--- config.mk ---
export PLATFORM = sky130hd
export DESIGN_NAME = dfsb_top
export DESIGN_NICKNAME = d
export VERILOG_FILES = /design/src/design/dfsb_pkg.sv /design/src/design/dfsb_top.sv /design/src/design/dfsb_diff_check.sv /design/src/design/dfsb_event_irq.sv
export SDC_FILE = /design/constraint.sdc
export NUM_CORES = 2
export LEC_CHECK = 0
export ABC_CLOCK_PERIOD_IN_PS = 3800
export BUFFER_PORTS_ARGS = -buffer_cell sky130_fd_sc_hd__buf_4
export CAP_MARGIN = 10
export CORE_AREA = 4 4 308 612
export DETAILED_ROUTE_END_ITERATION = 10
export DIE_AREA = 0 0 312 616
export GPL_TIMING_DRIVEN = 0
export HOLD_SLACK_MARGIN = 0.03
export PLACE_DENSITY = 0.46
export SLEW_MARGIN = 20
export SYNTH_ARGS = -nofsm -noshare
export SYNTH_HDL_FRONTEND = slang
export SYNTH_SLANG_ARGS = --single-unit
--- constraint.sdc ---
create_clock -name clk_in -period 3.8 [get_ports clk_in]
set_clock_uncertainty 0.2 [all_clocks]
set_input_delay 0.19 -clock clk_in [delete_from_list [all_inputs] [get_ports clk_in]]
set_output_delay 0.19 -clock clk_in [all_outputs]
set_load 0.02 [all_outputs]
--- src/design/dfsb_pkg.sv ---
// Constants and carrier types for the diagnostic fault status bank
package dfsb_pkg;
  // Bus and data widths
  localparam int unsigned WB_AW = 16;
  localparam int unsigned WB_DW = 32;
  localparam int unsigned RD_W  = 16;
  localparam int unsigned N_IN  = 8;
  localparam int unsigned N_CEL = 16;
  localparam int unsigned N_EVT = 5;

  // Register indices; byte address is four times the index
  localparam logic [13:0] IDX_OVERTEMP   = 14'h0540;
  localparam logic [13:0] IDX_UNDERTEMP  = 14'h0541;
  localparam logic [13:0] IDX_IN_XCHK    = 14'h0543;
  localparam logic [13:0] IDX_CELL_XC_HI = 14'h0545;
  localparam logic [13:0] IDX_CELL_XC_LO = 14'h0546;
  localparam logic [13:0] IDX_SOW_HI     = 14'h0548;
  localparam logic [13:0] IDX_SOW_LO     = 14'h0549;
  localparam logic [13:0] IDX_BOW_HI     = 14'h054B;
  localparam logic [13:0] IDX_BOW_LO     = 14'h054C;
  localparam logic [13:0] IDX_LIMITS     = 14'h0560;
  localparam logic [13:0] IDX_EVT_STAT   = 14'h0561;
  localparam logic [13:0] IDX_EVT_CLR    = 14'h0562;
  localparam logic [13:0] IDX_EVT_EN     = 14'h0563;

  // Status reset value
  localparam logic [7:0] STAT_RST = 8'h00;

  // Limits register layout and reset values
  localparam int unsigned IN_LIM_LSB   = 0;
  localparam int unsigned CELL_LIM_LSB = 8;
  localparam int unsigned OW_LIM_LSB   = 16;
  localparam logic [2:0]  IN_LIM_RST   = 3'h7;
  localparam logic [4:0]  CELL_LIM_RST = 5'h1F;
  localparam logic [3:0]  OW_LIM_RST   = 4'h0;
  localparam logic [4:0]  EVT_EN_RST   = 5'h00;

  // Scale of each limit code in reading LSBs (left shift)
  localparam int unsigned IN_LIM_SHIFT   = 4;
  localparam int unsigned CELL_LIM_SHIFT = 3;
  localparam int unsigned OW_LIM_SHIFT   = 10;

  // Event bit positions
  localparam int unsigned EVT_TEMP = 0;
  localparam int unsigned EVT_INXC = 1;
  localparam int unsigned EVT_CLXC = 2;
  localparam int unsigned EVT_SOW  = 3;
  localparam int unsigned EVT_BOW  = 4;

  // Classic Wishbone request from the master
  typedef struct packed {
    logic               cyc;
    logic               stb;
    logic               we;
    logic [3:0]         sel;
    logic [WB_AW-1:0]   adr;
    logic [WB_DW-1:0]   dat;
  } dfsb_wb_req_s;

  // Temperature comparator results with their strobe
  typedef struct packed {
    logic               valid;
    logic [N_IN-1:0]    over;
    logic [N_IN-1:0]    under;
  } dfsb_temp_cmp_s;
endpackage

--- src/design/dfsb_top.sv ---
// Diagnostic fault status bank with a classic Wishbone register port
//
// Added by the designer: the Wishbone interface to the registers.
`timescale 1ns/10ps
module dfsb_top
  import dfsb_pkg::*;
(
  input  wire logic                               clk_in,
  input  wire logic                               sys_rst_in,
  input  wire dfsb_pkg::dfsb_wb_req_s             wb_req_in,
  output logic      [dfsb_pkg::WB_DW-1:0]         wb_dat_out,
  output logic                                    wb_ack_out,
  input  wire dfsb_pkg::dfsb_temp_cmp_s           temp_cmp_in,
  input  wire logic                               input_meas_valid_in,
  input  wire logic [7:0][15:0]                   main_input_reading_in,
  input  wire logic [7:0][15:0]                   aux_input_reading_in,
  input  wire logic                               cell_meas_valid_in,
  input  wire logic [15:0][15:0]                  main_cell_reading_in,
  input  wire logic [15:0][15:0]                  auxiliary_cell_reading_in,
  input  wire logic                               open_wire_run_in,
  input  wire logic                               balance_run_in,
  input  wire logic [15:0]                        balancing_switch_open_in,
  output logic                                    irq_out
);

  // Word hit on a register index; byte lanes below the word must be zero
  function automatic logic reg_hit(input logic [WB_AW-1:0] adr,
                                   input logic [13:0]      idx);
    reg_hit = (adr[WB_AW-1:2] == idx) && (adr[1:0] == 2'h0);
  endfunction

  // Status registers
  logic [7:0]       overtemp_input_flags_q;
  logic [7:0]       undertemp_input_flags_q;
  logic [7:0]       input_crosscheck_fail_q;
  logic [7:0]       cell_crosscheck_fail_hi_q;
  logic [7:0]       cell_crosscheck_fail_lo_q;
  logic [7:0]       sense_open_wire_fail_hi_q;
  logic [7:0]       sense_open_wire_fail_lo_q;
  logic [7:0]       balance_open_wire_fail_hi_q;
  logic [7:0]       balance_open_wire_fail_lo_q;

  // Next values of the status registers
  logic [7:0]       overtemp_input_flags_d;
  logic [7:0]       undertemp_input_flags_d;
  logic [7:0]       input_crosscheck_fail_d;
  logic [7:0]       cell_crosscheck_fail_hi_d;
  logic [7:0]       cell_crosscheck_fail_lo_d;
  logic [7:0]       sense_open_wire_fail_hi_d;
  logic [7:0]       sense_open_wire_fail_lo_d;
  logic [7:0]       balance_open_wire_fail_hi_d;
  logic [7:0]       balance_open_wire_fail_lo_d;

  // Configuration registers
  logic [2:0]       input_crosscheck_limit_q;
  logic [4:0]       cell_crosscheck_limit_q;
  logic [3:0]       open_wire_limit_q;
  logic [N_EVT-1:0] evt_en_q;

  // Bus answer registers
  logic             ack_q;
  logic [WB_DW-1:0] rdat_q;
  logic [WB_DW-1:0] rdat_d;

  // Bus strobes
  logic             bus_req;
  logic             wr_take;
  logic             rd_take;

  // Check results and events
  logic [N_IN-1:0]  in_fail;
  logic [N_CEL-1:0] cell_fail;
  logic [N_CEL-1:0] sense_open;
  logic [RD_W-1:0]  in_limit;
  logic [RD_W-1:0]  cell_limit;
  logic [RD_W-1:0]  ow_limit;
  logic [N_EVT-1:0] evt;
  logic [N_EVT-1:0] evt_clr;
  logic [N_EVT-1:0] evt_stat;
  logic             irq;

  // A request is answered once; ack drops the cycle after it was given
  assign bus_req = wb_req_in.cyc && wb_req_in.stb && !ack_q;
  assign wr_take = bus_req && wb_req_in.we;
  assign rd_take = bus_req && !wb_req_in.we;

  // Limit codes scaled into reading LSBs
  assign in_limit   = RD_W'({input_crosscheck_limit_q, IN_LIM_SHIFT'(0)});
  assign cell_limit = RD_W'({cell_crosscheck_limit_q, CELL_LIM_SHIFT'(0)});
  assign ow_limit   = RD_W'({open_wire_limit_q, OW_LIM_SHIFT'(0)});

  // Input main against auxiliary comparison
  // input limit compare
  dfsb_diff_check #(
    .N        (N_IN),
    .W        (RD_W)
  ) u_input_check (
    .main_in  (main_input_reading_in),
    .aux_in   (aux_input_reading_in),
    .limit_in (in_limit),
    .fail_out (in_fail)
  );

  // Cell main against auxiliary comparison
  // cell limit compare
  dfsb_diff_check #(
    .N        (N_CEL),
    .W        (RD_W)
  ) u_cell_check (
    .main_in  (main_cell_reading_in),
    .aux_in   (auxiliary_cell_reading_in),
    .limit_in (cell_limit),
    .fail_out (cell_fail)
  );

  // Open sense wire shows as a cell reading below the limit
  for (genvar c = 0; c < N_CEL; c++) begin : g_sense
    assign sense_open[c] = main_cell_reading_in[c] < ow_limit;
  end

  // Temperature comparator results, taken on their strobe; the flags
  // follow the latest comparator run rather than latching forever
  always_comb begin
    overtemp_input_flags_d  = overtemp_input_flags_q;
    undertemp_input_flags_d = undertemp_input_flags_q;
    if (temp_cmp_in.valid) begin
      overtemp_input_flags_d  = temp_cmp_in.over;
      undertemp_input_flags_d = temp_cmp_in.under;
    end
  end

  // Temperature flag registers
  always_ff @(posedge clk_in or posedge sys_rst_in) begin
    if (sys_rst_in) begin
      overtemp_input_flags_q  <= STAT_RST;
      undertemp_input_flags_q <= STAT_RST;
    end else begin
      overtemp_input_flags_q  <= overtemp_input_flags_d;
      undertemp_input_flags_q <= undertemp_input_flags_d;
    end
  end

  // Input cross-check results; a pass clears the bit again
  always_comb begin
    input_crosscheck_fail_d = input_crosscheck_fail_q;
    if (input_meas_valid_in) begin
      input_crosscheck_fail_d = in_fail;
    end
  end

  // Input cross-check register
  always_ff @(posedge clk_in or posedge sys_rst_in) begin
    if (sys_rst_in) begin
      input_crosscheck_fail_q <= STAT_RST;
    end else begin
      input_crosscheck_fail_q <= input_crosscheck_fail_d;
    end
  end

  // Cell cross-check results split into two byte registers
  always_comb begin
    cell_crosscheck_fail_hi_d = cell_crosscheck_fail_hi_q;
    cell_crosscheck_fail_lo_d = cell_crosscheck_fail_lo_q;
    if (cell_meas_valid_in) begin
      cell_crosscheck_fail_hi_d = cell_fail[15:8];
      cell_crosscheck_fail_lo_d = cell_fail[7:0];
    end
  end

  // Cell cross-check registers
  always_ff @(posedge clk_in or posedge sys_rst_in) begin
    if (sys_rst_in) begin
      cell_crosscheck_fail_hi_q <= STAT_RST;
      cell_crosscheck_fail_lo_q <= STAT_RST;
    end else begin
      cell_crosscheck_fail_hi_q <= cell_crosscheck_fail_hi_d;
      cell_crosscheck_fail_lo_q <= cell_crosscheck_fail_lo_d;
    end
  end

  // Sense open-wire results, taken in every cycle open_wire_run_in is high; the
  // readings must already be settled in that cycle
  always_comb begin
    sense_open_wire_fail_hi_d = sense_open_wire_fail_hi_q;
    sense_open_wire_fail_lo_d = sense_open_wire_fail_lo_q;
    if (open_wire_run_in) begin
      sense_open_wire_fail_hi_d = sense_open[15:8];
      sense_open_wire_fail_lo_d = sense_open[7:0];
    end
  end

  // Sense open-wire registers
  always_ff @(posedge clk_in or posedge sys_rst_in) begin
    if (sys_rst_in) begin
      sense_open_wire_fail_hi_q <= STAT_RST;
      sense_open_wire_fail_lo_q <= STAT_RST;
    end else begin
      sense_open_wire_fail_hi_q <= sense_open_wire_fail_hi_d;
      sense_open_wire_fail_lo_q <= sense_open_wire_fail_lo_d;
    end
  end

  // Balancing switch open-wire results from the switch diagnostic
  always_comb begin
    balance_open_wire_fail_hi_d = balance_open_wire_fail_hi_q;
    balance_open_wire_fail_lo_d = balance_open_wire_fail_lo_q;
    if (balance_run_in) begin
      balance_open_wire_fail_hi_d = balancing_switch_open_in[15:8];
      balance_open_wire_fail_lo_d = balancing_switch_open_in[7:0];
    end
  end

  // Balancing switch open-wire registers
  always_ff @(posedge clk_in or posedge sys_rst_in) begin
    if (sys_rst_in) begin
      balance_open_wire_fail_hi_q <= STAT_RST;
      balance_open_wire_fail_lo_q <= STAT_RST;
    end else begin
      balance_open_wire_fail_hi_q <= balance_open_wire_fail_hi_d;
      balance_open_wire_fail_lo_q <= balance_open_wire_fail_lo_d;
    end
  end

  // Events: a result strobe that carries at least one failing channel
  assign evt[EVT_TEMP] = temp_cmp_in.valid &&
                         |(temp_cmp_in.over | temp_cmp_in.under);
  assign evt[EVT_INXC] = input_meas_valid_in && |in_fail;
  assign evt[EVT_CLXC] = cell_meas_valid_in && |cell_fail;
  assign evt[EVT_SOW]  = open_wire_run_in && |sense_open;
  assign evt[EVT_BOW]  = balance_run_in && |balancing_switch_open_in;

  // Clear strobes come from a write to the clear register
  assign evt_clr = (wr_take && wb_req_in.sel[0] &&
                    reg_hit(wb_req_in.adr, IDX_EVT_CLR))
                   ? wb_req_in.dat[N_EVT-1:0] : '0;

  // Sticky event flags and the interrupt level
  dfsb_event_irq u_evt (
    .clk_in     (clk_in),
    .sys_rst_in (sys_rst_in),
    .event_in   (evt),
    .clear_in   (evt_clr),
    .enable_in  (evt_en_q),
    .status_out (evt_stat),
    .irq_out    (irq)
  );

  // Limits register; each field sits in its own byte lane
  always_ff @(posedge clk_in or posedge sys_rst_in) begin
    if (sys_rst_in) begin
      input_crosscheck_limit_q <= IN_LIM_RST;
      cell_crosscheck_limit_q  <= CELL_LIM_RST;
      open_wire_limit_q        <= OW_LIM_RST;
    end else if (wr_take && reg_hit(wb_req_in.adr, IDX_LIMITS)) begin
      if (wb_req_in.sel[0]) begin
        input_crosscheck_limit_q <= wb_req_in.dat[IN_LIM_LSB +: 3];
      end
      if (wb_req_in.sel[1]) begin
        cell_crosscheck_limit_q <= wb_req_in.dat[CELL_LIM_LSB +: 5];
      end
      if (wb_req_in.sel[2]) begin
        open_wire_limit_q <= wb_req_in.dat[OW_LIM_LSB +: 4];
      end
    end
  end

  // Interrupt enable register
  always_ff @(posedge clk_in or posedge sys_rst_in) begin
    if (sys_rst_in) begin
      evt_en_q <= EVT_EN_RST;
    end else if (wr_take && wb_req_in.sel[0] &&
                 reg_hit(wb_req_in.adr, IDX_EVT_EN)) begin
      evt_en_q <= wb_req_in.dat[N_EVT-1:0];
    end
  end

  // Read multiplexer; unmapped and write-only words read as zero.
  // Status words have no write path at all, so writes there only ack.
  // read-only status
  always_comb begin
    rdat_d = '0;
    if (reg_hit(wb_req_in.adr, IDX_OVERTEMP)) begin
      rdat_d[7:0] = overtemp_input_flags_q;
    end else if (reg_hit(wb_req_in.adr, IDX_UNDERTEMP)) begin
      rdat_d[7:0] = undertemp_input_flags_q;
    end else if (reg_hit(wb_req_in.adr, IDX_IN_XCHK)) begin
      rdat_d[7:0] = input_crosscheck_fail_q;
    end else if (reg_hit(wb_req_in.adr, IDX_CELL_XC_HI)) begin
      rdat_d[7:0] = cell_crosscheck_fail_hi_q;
    end else if (reg_hit(wb_req_in.adr, IDX_CELL_XC_LO)) begin
      rdat_d[7:0] = cell_crosscheck_fail_lo_q;
    end else if (reg_hit(wb_req_in.adr, IDX_SOW_HI)) begin
      rdat_d[7:0] = sense_open_wire_fail_hi_q;
    end else if (reg_hit(wb_req_in.adr, IDX_SOW_LO)) begin
      rdat_d[7:0] = sense_open_wire_fail_lo_q;
    end else if (reg_hit(wb_req_in.adr, IDX_BOW_HI)) begin
      rdat_d[7:0] = balance_open_wire_fail_hi_q;
    end else if (reg_hit(wb_req_in.adr, IDX_BOW_LO)) begin
      rdat_d[7:0] = balance_open_wire_fail_lo_q;
    end else if (reg_hit(wb_req_in.adr, IDX_LIMITS)) begin
      rdat_d[IN_LIM_LSB +: 3]   = input_crosscheck_limit_q;
      rdat_d[CELL_LIM_LSB +: 5] = cell_crosscheck_limit_q;
      rdat_d[OW_LIM_LSB +: 4]   = open_wire_limit_q;
    end else if (reg_hit(wb_req_in.adr, IDX_EVT_STAT)) begin
      rdat_d[N_EVT-1:0] = evt_stat;
    end else if (reg_hit(wb_req_in.adr, IDX_EVT_EN)) begin
      rdat_d[N_EVT-1:0] = evt_en_q;
    end
  end

  // Single-cycle answer; every address acks so a master never hangs
  always_ff @(posedge clk_in or posedge sys_rst_in) begin
    if (sys_rst_in) begin
      ack_q <= 1'b0;
    end else begin
      ack_q <= bus_req;
    end
  end

  // Read data is captured with the ack and held until the next read
  always_ff @(posedge clk_in or posedge sys_rst_in) begin
    if (sys_rst_in) begin
      rdat_q <= '0;
    end else if (rd_take) begin
      rdat_q <= rdat_d;
    end
  end

  // Outputs come straight from their flip-flops
  assign wb_ack_out = ack_q;
  assign wb_dat_out = rdat_q;
  assign irq_out    = irq;

endmodule

--- src/design/dfsb_diff_check.sv ---
// Per-channel check that two readings differ by more than a limit
`timescale 1ns/10ps
module dfsb_diff_check #(
  parameter int unsigned N = 8,
  parameter int unsigned W = 16
) (
  input  wire logic [N-1:0][W-1:0] main_in,
  input  wire logic [N-1:0][W-1:0] aux_in,
  input  wire logic [W-1:0]        limit_in,
  output logic      [N-1:0]        fail_out
);
  // One magnitude comparator per channel
  for (genvar i = 0; i < N; i++) begin : g_ch
    logic [W-1:0] diff;
    // Subtract the smaller from the larger so no sign bit is needed
    assign diff = (main_in[i] >= aux_in[i]) ? main_in[i] - aux_in[i]
                                            : aux_in[i] - main_in[i];
    // Equal to the limit still passes
    assign fail_out[i] = diff > limit_in;
  end
endmodule

--- src/design/dfsb_event_irq.sv ---
// Sticky event flags, enable gating and the level interrupt
`timescale 1ns/10ps
module dfsb_event_irq
  import dfsb_pkg::*;
(
  input  wire logic             clk_in,
  input  wire logic             sys_rst_in,
  input  wire logic [N_EVT-1:0] event_in,
  input  wire logic [N_EVT-1:0] clear_in,
  input  wire logic [N_EVT-1:0] enable_in,
  output logic      [N_EVT-1:0] status_out,
  output logic                  irq_out
);
  logic [N_EVT-1:0] stat_q;
  logic [N_EVT-1:0] stat_d;

  // A new event wins over a clear in the same cycle
  assign stat_d = (stat_q & ~clear_in) | event_in;

  // Sticky flags
  always_ff @(posedge clk_in or posedge sys_rst_in) begin
    if (sys_rst_in) begin
      stat_q <= '0;
    end else begin
      stat_q <= stat_d;
    end
  end

  // Interrupt changes with the flags, from a flop fed by the next flag value
  always_ff @(posedge clk_in or posedge sys_rst_in) begin
    if (sys_rst_in) begin
      irq_out <= 1'b0;
    end else begin
      irq_out <= |(stat_d & enable_in);
    end
  end

  assign status_out = stat_q;
endmodule

==> flow_metrics.py <==
metrics = {
    "route": {
        "drt_iter0_drc": 3049,
        "wl_um": 233000,
        "drt-wirelength-per-cell_um": 23.7,
        "vias": 51800,
        "first_pass_iters": 6,
        "drc": 0,
        "vias_per_cell": 5.25,
        "ant_nets": 0,
    },
    "critical_path": {
        "critPathBufInv": 4,
        "arrival_ns": 5.13,
        "cp.required_ns": 3.93,
        "critical_path_class": "primary input to register",
        "timing.critical_path.slowest_cell_delay_ns": 0.49,
        "worstSetupStartpointType": "primary input",
        "crit_path_end_kind": "register",
        "cp.depth": 26,
        "crit_fanout": 5,
        "cp_top_family": "simple AND/OR/NAND/NOR gates",
        "rr_worst_depth": 17,
        "crit_slowest_cell": "or4_4",
    },
    "floorplan": {
        "std_cell_rows": 223,
        "start_util_pct": 24.8,
        "ioPinCount": 896,
        "die_w_um": 312,
        "die_area_mm2": 0.192,
        "coreArea_mm2": 0.184,
        "die_y_um": 616,
    },
    "synth": {
        "yosys.area_share.xor_xnor_pct": 6.03,
        "avgSynthCellArea_um2": 7.22,
        "ys_ff_latch": 113,
        "synth_compound_area_share_pct": 28.2,
        "yosysWarningCount": 0,
        "synth-simple-area-share_pct": 16.5,
        "synth_top_family_by_area": "compound AO/OA/AOI/OAI gates",
        "syn_area_mm2": 0.0456,
        "ys_seq_area_share_pct": 6.22,
        "synth_edf_count": 0,
        "synth_area_leader_cell": "ha_1",
        "synth.top_cells.by_area": "ha_1 25%, inv_1 7.3%, a21oi_1 6.3%",
        "ys.flop_type": "dfrtp_1",
        "synthMuxAreaShare_pct": 6.33,
        "synthArstFlopShare_pct": 100,
        "netlist_instances": 6313,
        "synthAdderAreaFrac_pct": 26.7,
        "synth_cell_types": 103,
        "synth_top_area_share_pct": 24.6,
    },
    "finish": {
        "largest_register_ffs": 17,
        "instances_no_fill": 9868,
        "finalNetCount": 9258,
        "mostFrequentLayoutCell": "buf_4",
        "multi_input_area_mm2": 0.0420,
        "fill_cells": 19800,
        "finish.utilization_pct": 34.3,
        "final_cell_mix": "1144 x buf_4, 828 x inv_1, 744 x ha_1, 498 x a21oi_1, 366 x nand2_1",
        "register_area_mm2": 0.00284,
        "drive_gt1_share_pct": 27.4,
        "area_delta_synth_final_pct": 38.4,
    },
    "outcome": {
        "status": "finished with violations",
        "violations": "negative setup slack",
    },
    "sta": {
        "min_period_ns": 5.00,
        "max_freq_mhz": 200,
        "fin_crit_sh_pct": 132,
        "finalMaxSlewViolations": 0,
        "worstMarginPinSlew_ns": 1.09,
        "setup_viol_count_final": 9,
        "maxSlewHeadroom_pct": 27.3,
        "setup_tns_ns": -5.00,
        "setup_slack_ns": -1.20,
        "finalHoldViolations": 0,
        "rsz0062_at_grt": "true",
    },
    "placement": {
        "port_buffers": 857,
        "dp.cells": 9573,
        "hpwl_um": 201000,
        "place.gp.congestion": 0.963,
    },
    "global_route": {
        "grt_antenna_before_repair": 100,
        "grt_pass1_wl_um": 336000,
        "grt_max_degree": 61,
        "grt_overflow": 0,
        "grt_pass1_vias": 53100,
        "grt_use_total_pct": 23.0,
    },
    "clock_tree": {
        "cts_buffers": 17,
        "clock_tree.root_cell": "clkbuf_16",
        "insertion_delay_ns": 0.46,
        "clockBufferDepth": 2,
        "clk_pin_slew_ns": 0.06,
        "clock_sinks": 113,
        "cts_tree": "done",
        "cts.htree.levels": 4,
    },
    "flow_run": {
        "cap_violations": 0,
    },
    "hold_path": {
        "hold_depth": 2,
        "hold_path_class": "primary input to register",
    },
    "power_and_ir_drop": {
        "p_per_area_mw_per_mm2": 211,
        "total_power_uw": 13300,
        "ir_worst_vdd_mv": 0.351,
        "p_leak_uw": 0.0303,
    },
}
logic make-up (layout without fill, tap and decap cells):
group,count (synthesis),count (layout)
flops,113,113
simple gates,1495,1495
buf+inv,1182,2320
fa+ha+maj,944,944
compound gates,1991,1991
mux,273,273
other cells,1,56
xor+xnor,314,314
stage by stage:
stage          hold slack [ns]  area, µm²  setup slack, ns
5_1_grt                 0.0606      63000            -1.45
3_5_place_dp             0.102      56600            -2.88
2_1_floorplan           0.0990      46700            -1.06
6_report                0.0628      63100            -1.20
3_3_place_gp             0.230      56100            -3.96
4_1_cts                 0.0301      61000            -1.24
cell usage after synthesis, types with 24 or more instances:
master	count
and2_1	33
inv_1	883
a2111oi_0	39
a21boi_0	45
nand3b_1	38
a31oi_1	87
nand3_1	124
and3_1	43
o211ai_1	55
nand2b_1	90
nor2b_1	92
a221oi_1	42
a21oi_1	576
o31ai_1	24
clkbuf_1	246
o21a_1	99
nor3_1	95
mux2i_1	158
o21ai_0	386
nand4_1	113
xnor2_1	172
nand2_1	382
fa_1	48
a21o_1	198
a211oi_1	82
xor2_1	142
dfrtp_1	105
nor4_1	51
nor2_1	330
o21bai_1	58
ha_1	896
mux2_2	113
layer usage:
layer  track usage, %  vias up  routed length, µm
met5                0        -                595
met4             8.63       86              11100
met3             6.66      501              17500
met2             45.1     1842             123000
met1             22.4    24700              81200
li1                 -    24700                  -
report_power, final:
group	switching, µW	leakage (µW)	internal, µW
Clock	660	0.000282	962
Combinational	5680	0.0287	4730
Sequential	31.3	0.00132	1250
final timing paths:
kind,start,slack [ns],to
min in group asynchronous,sys_rst_in,0.17,undertemp_input_flags_q[1]$_DFFE_PP0P_
min reg2reg,wb_dat_out[2]$_DFFE_PP0P_,0.29,wb_dat_out[2]$_DFFE_PP0P_
min,balance_run_in,0.06,balance_open_wire_fail_hi_q[5]$_DFFE_PP0P_
max in group asynchronous,sys_rst_in,2.49,input_crosscheck_limit_q[2]$_DFFE_PP1P_
max reg2reg,cell_crosscheck_limit_q[1]$_DFFE_PP1P_,-0.60,u_evt.irq_out$_DFF_PP0_
max,main_cell_reading_in[42],-1.20,u_evt.irq_out$_DFF_PP0_
layout make-up:
type,instances,share of cell area (%)
buffer,159,2.23
tap,2362,4.68
timing repair buffer,1245,15.6
antenna,41,0.163
multi-input combinational,5032,66.5
clock buffer,19,0.686
sequential,113,4.50
clock inverter,13,0.216
inverter,884,5.40
timing repair:
item,4_1_cts,5_1_grt
endpoints found under the setup margin,26,28
gates resized for setup,449,349
setup buffers,206,97
pin swaps,212,197
hold buffers,59,0
cloned,0,1
endpoints found under the hold margin,113,0
No activity file was read; power rests on OpenSTA's default activity.
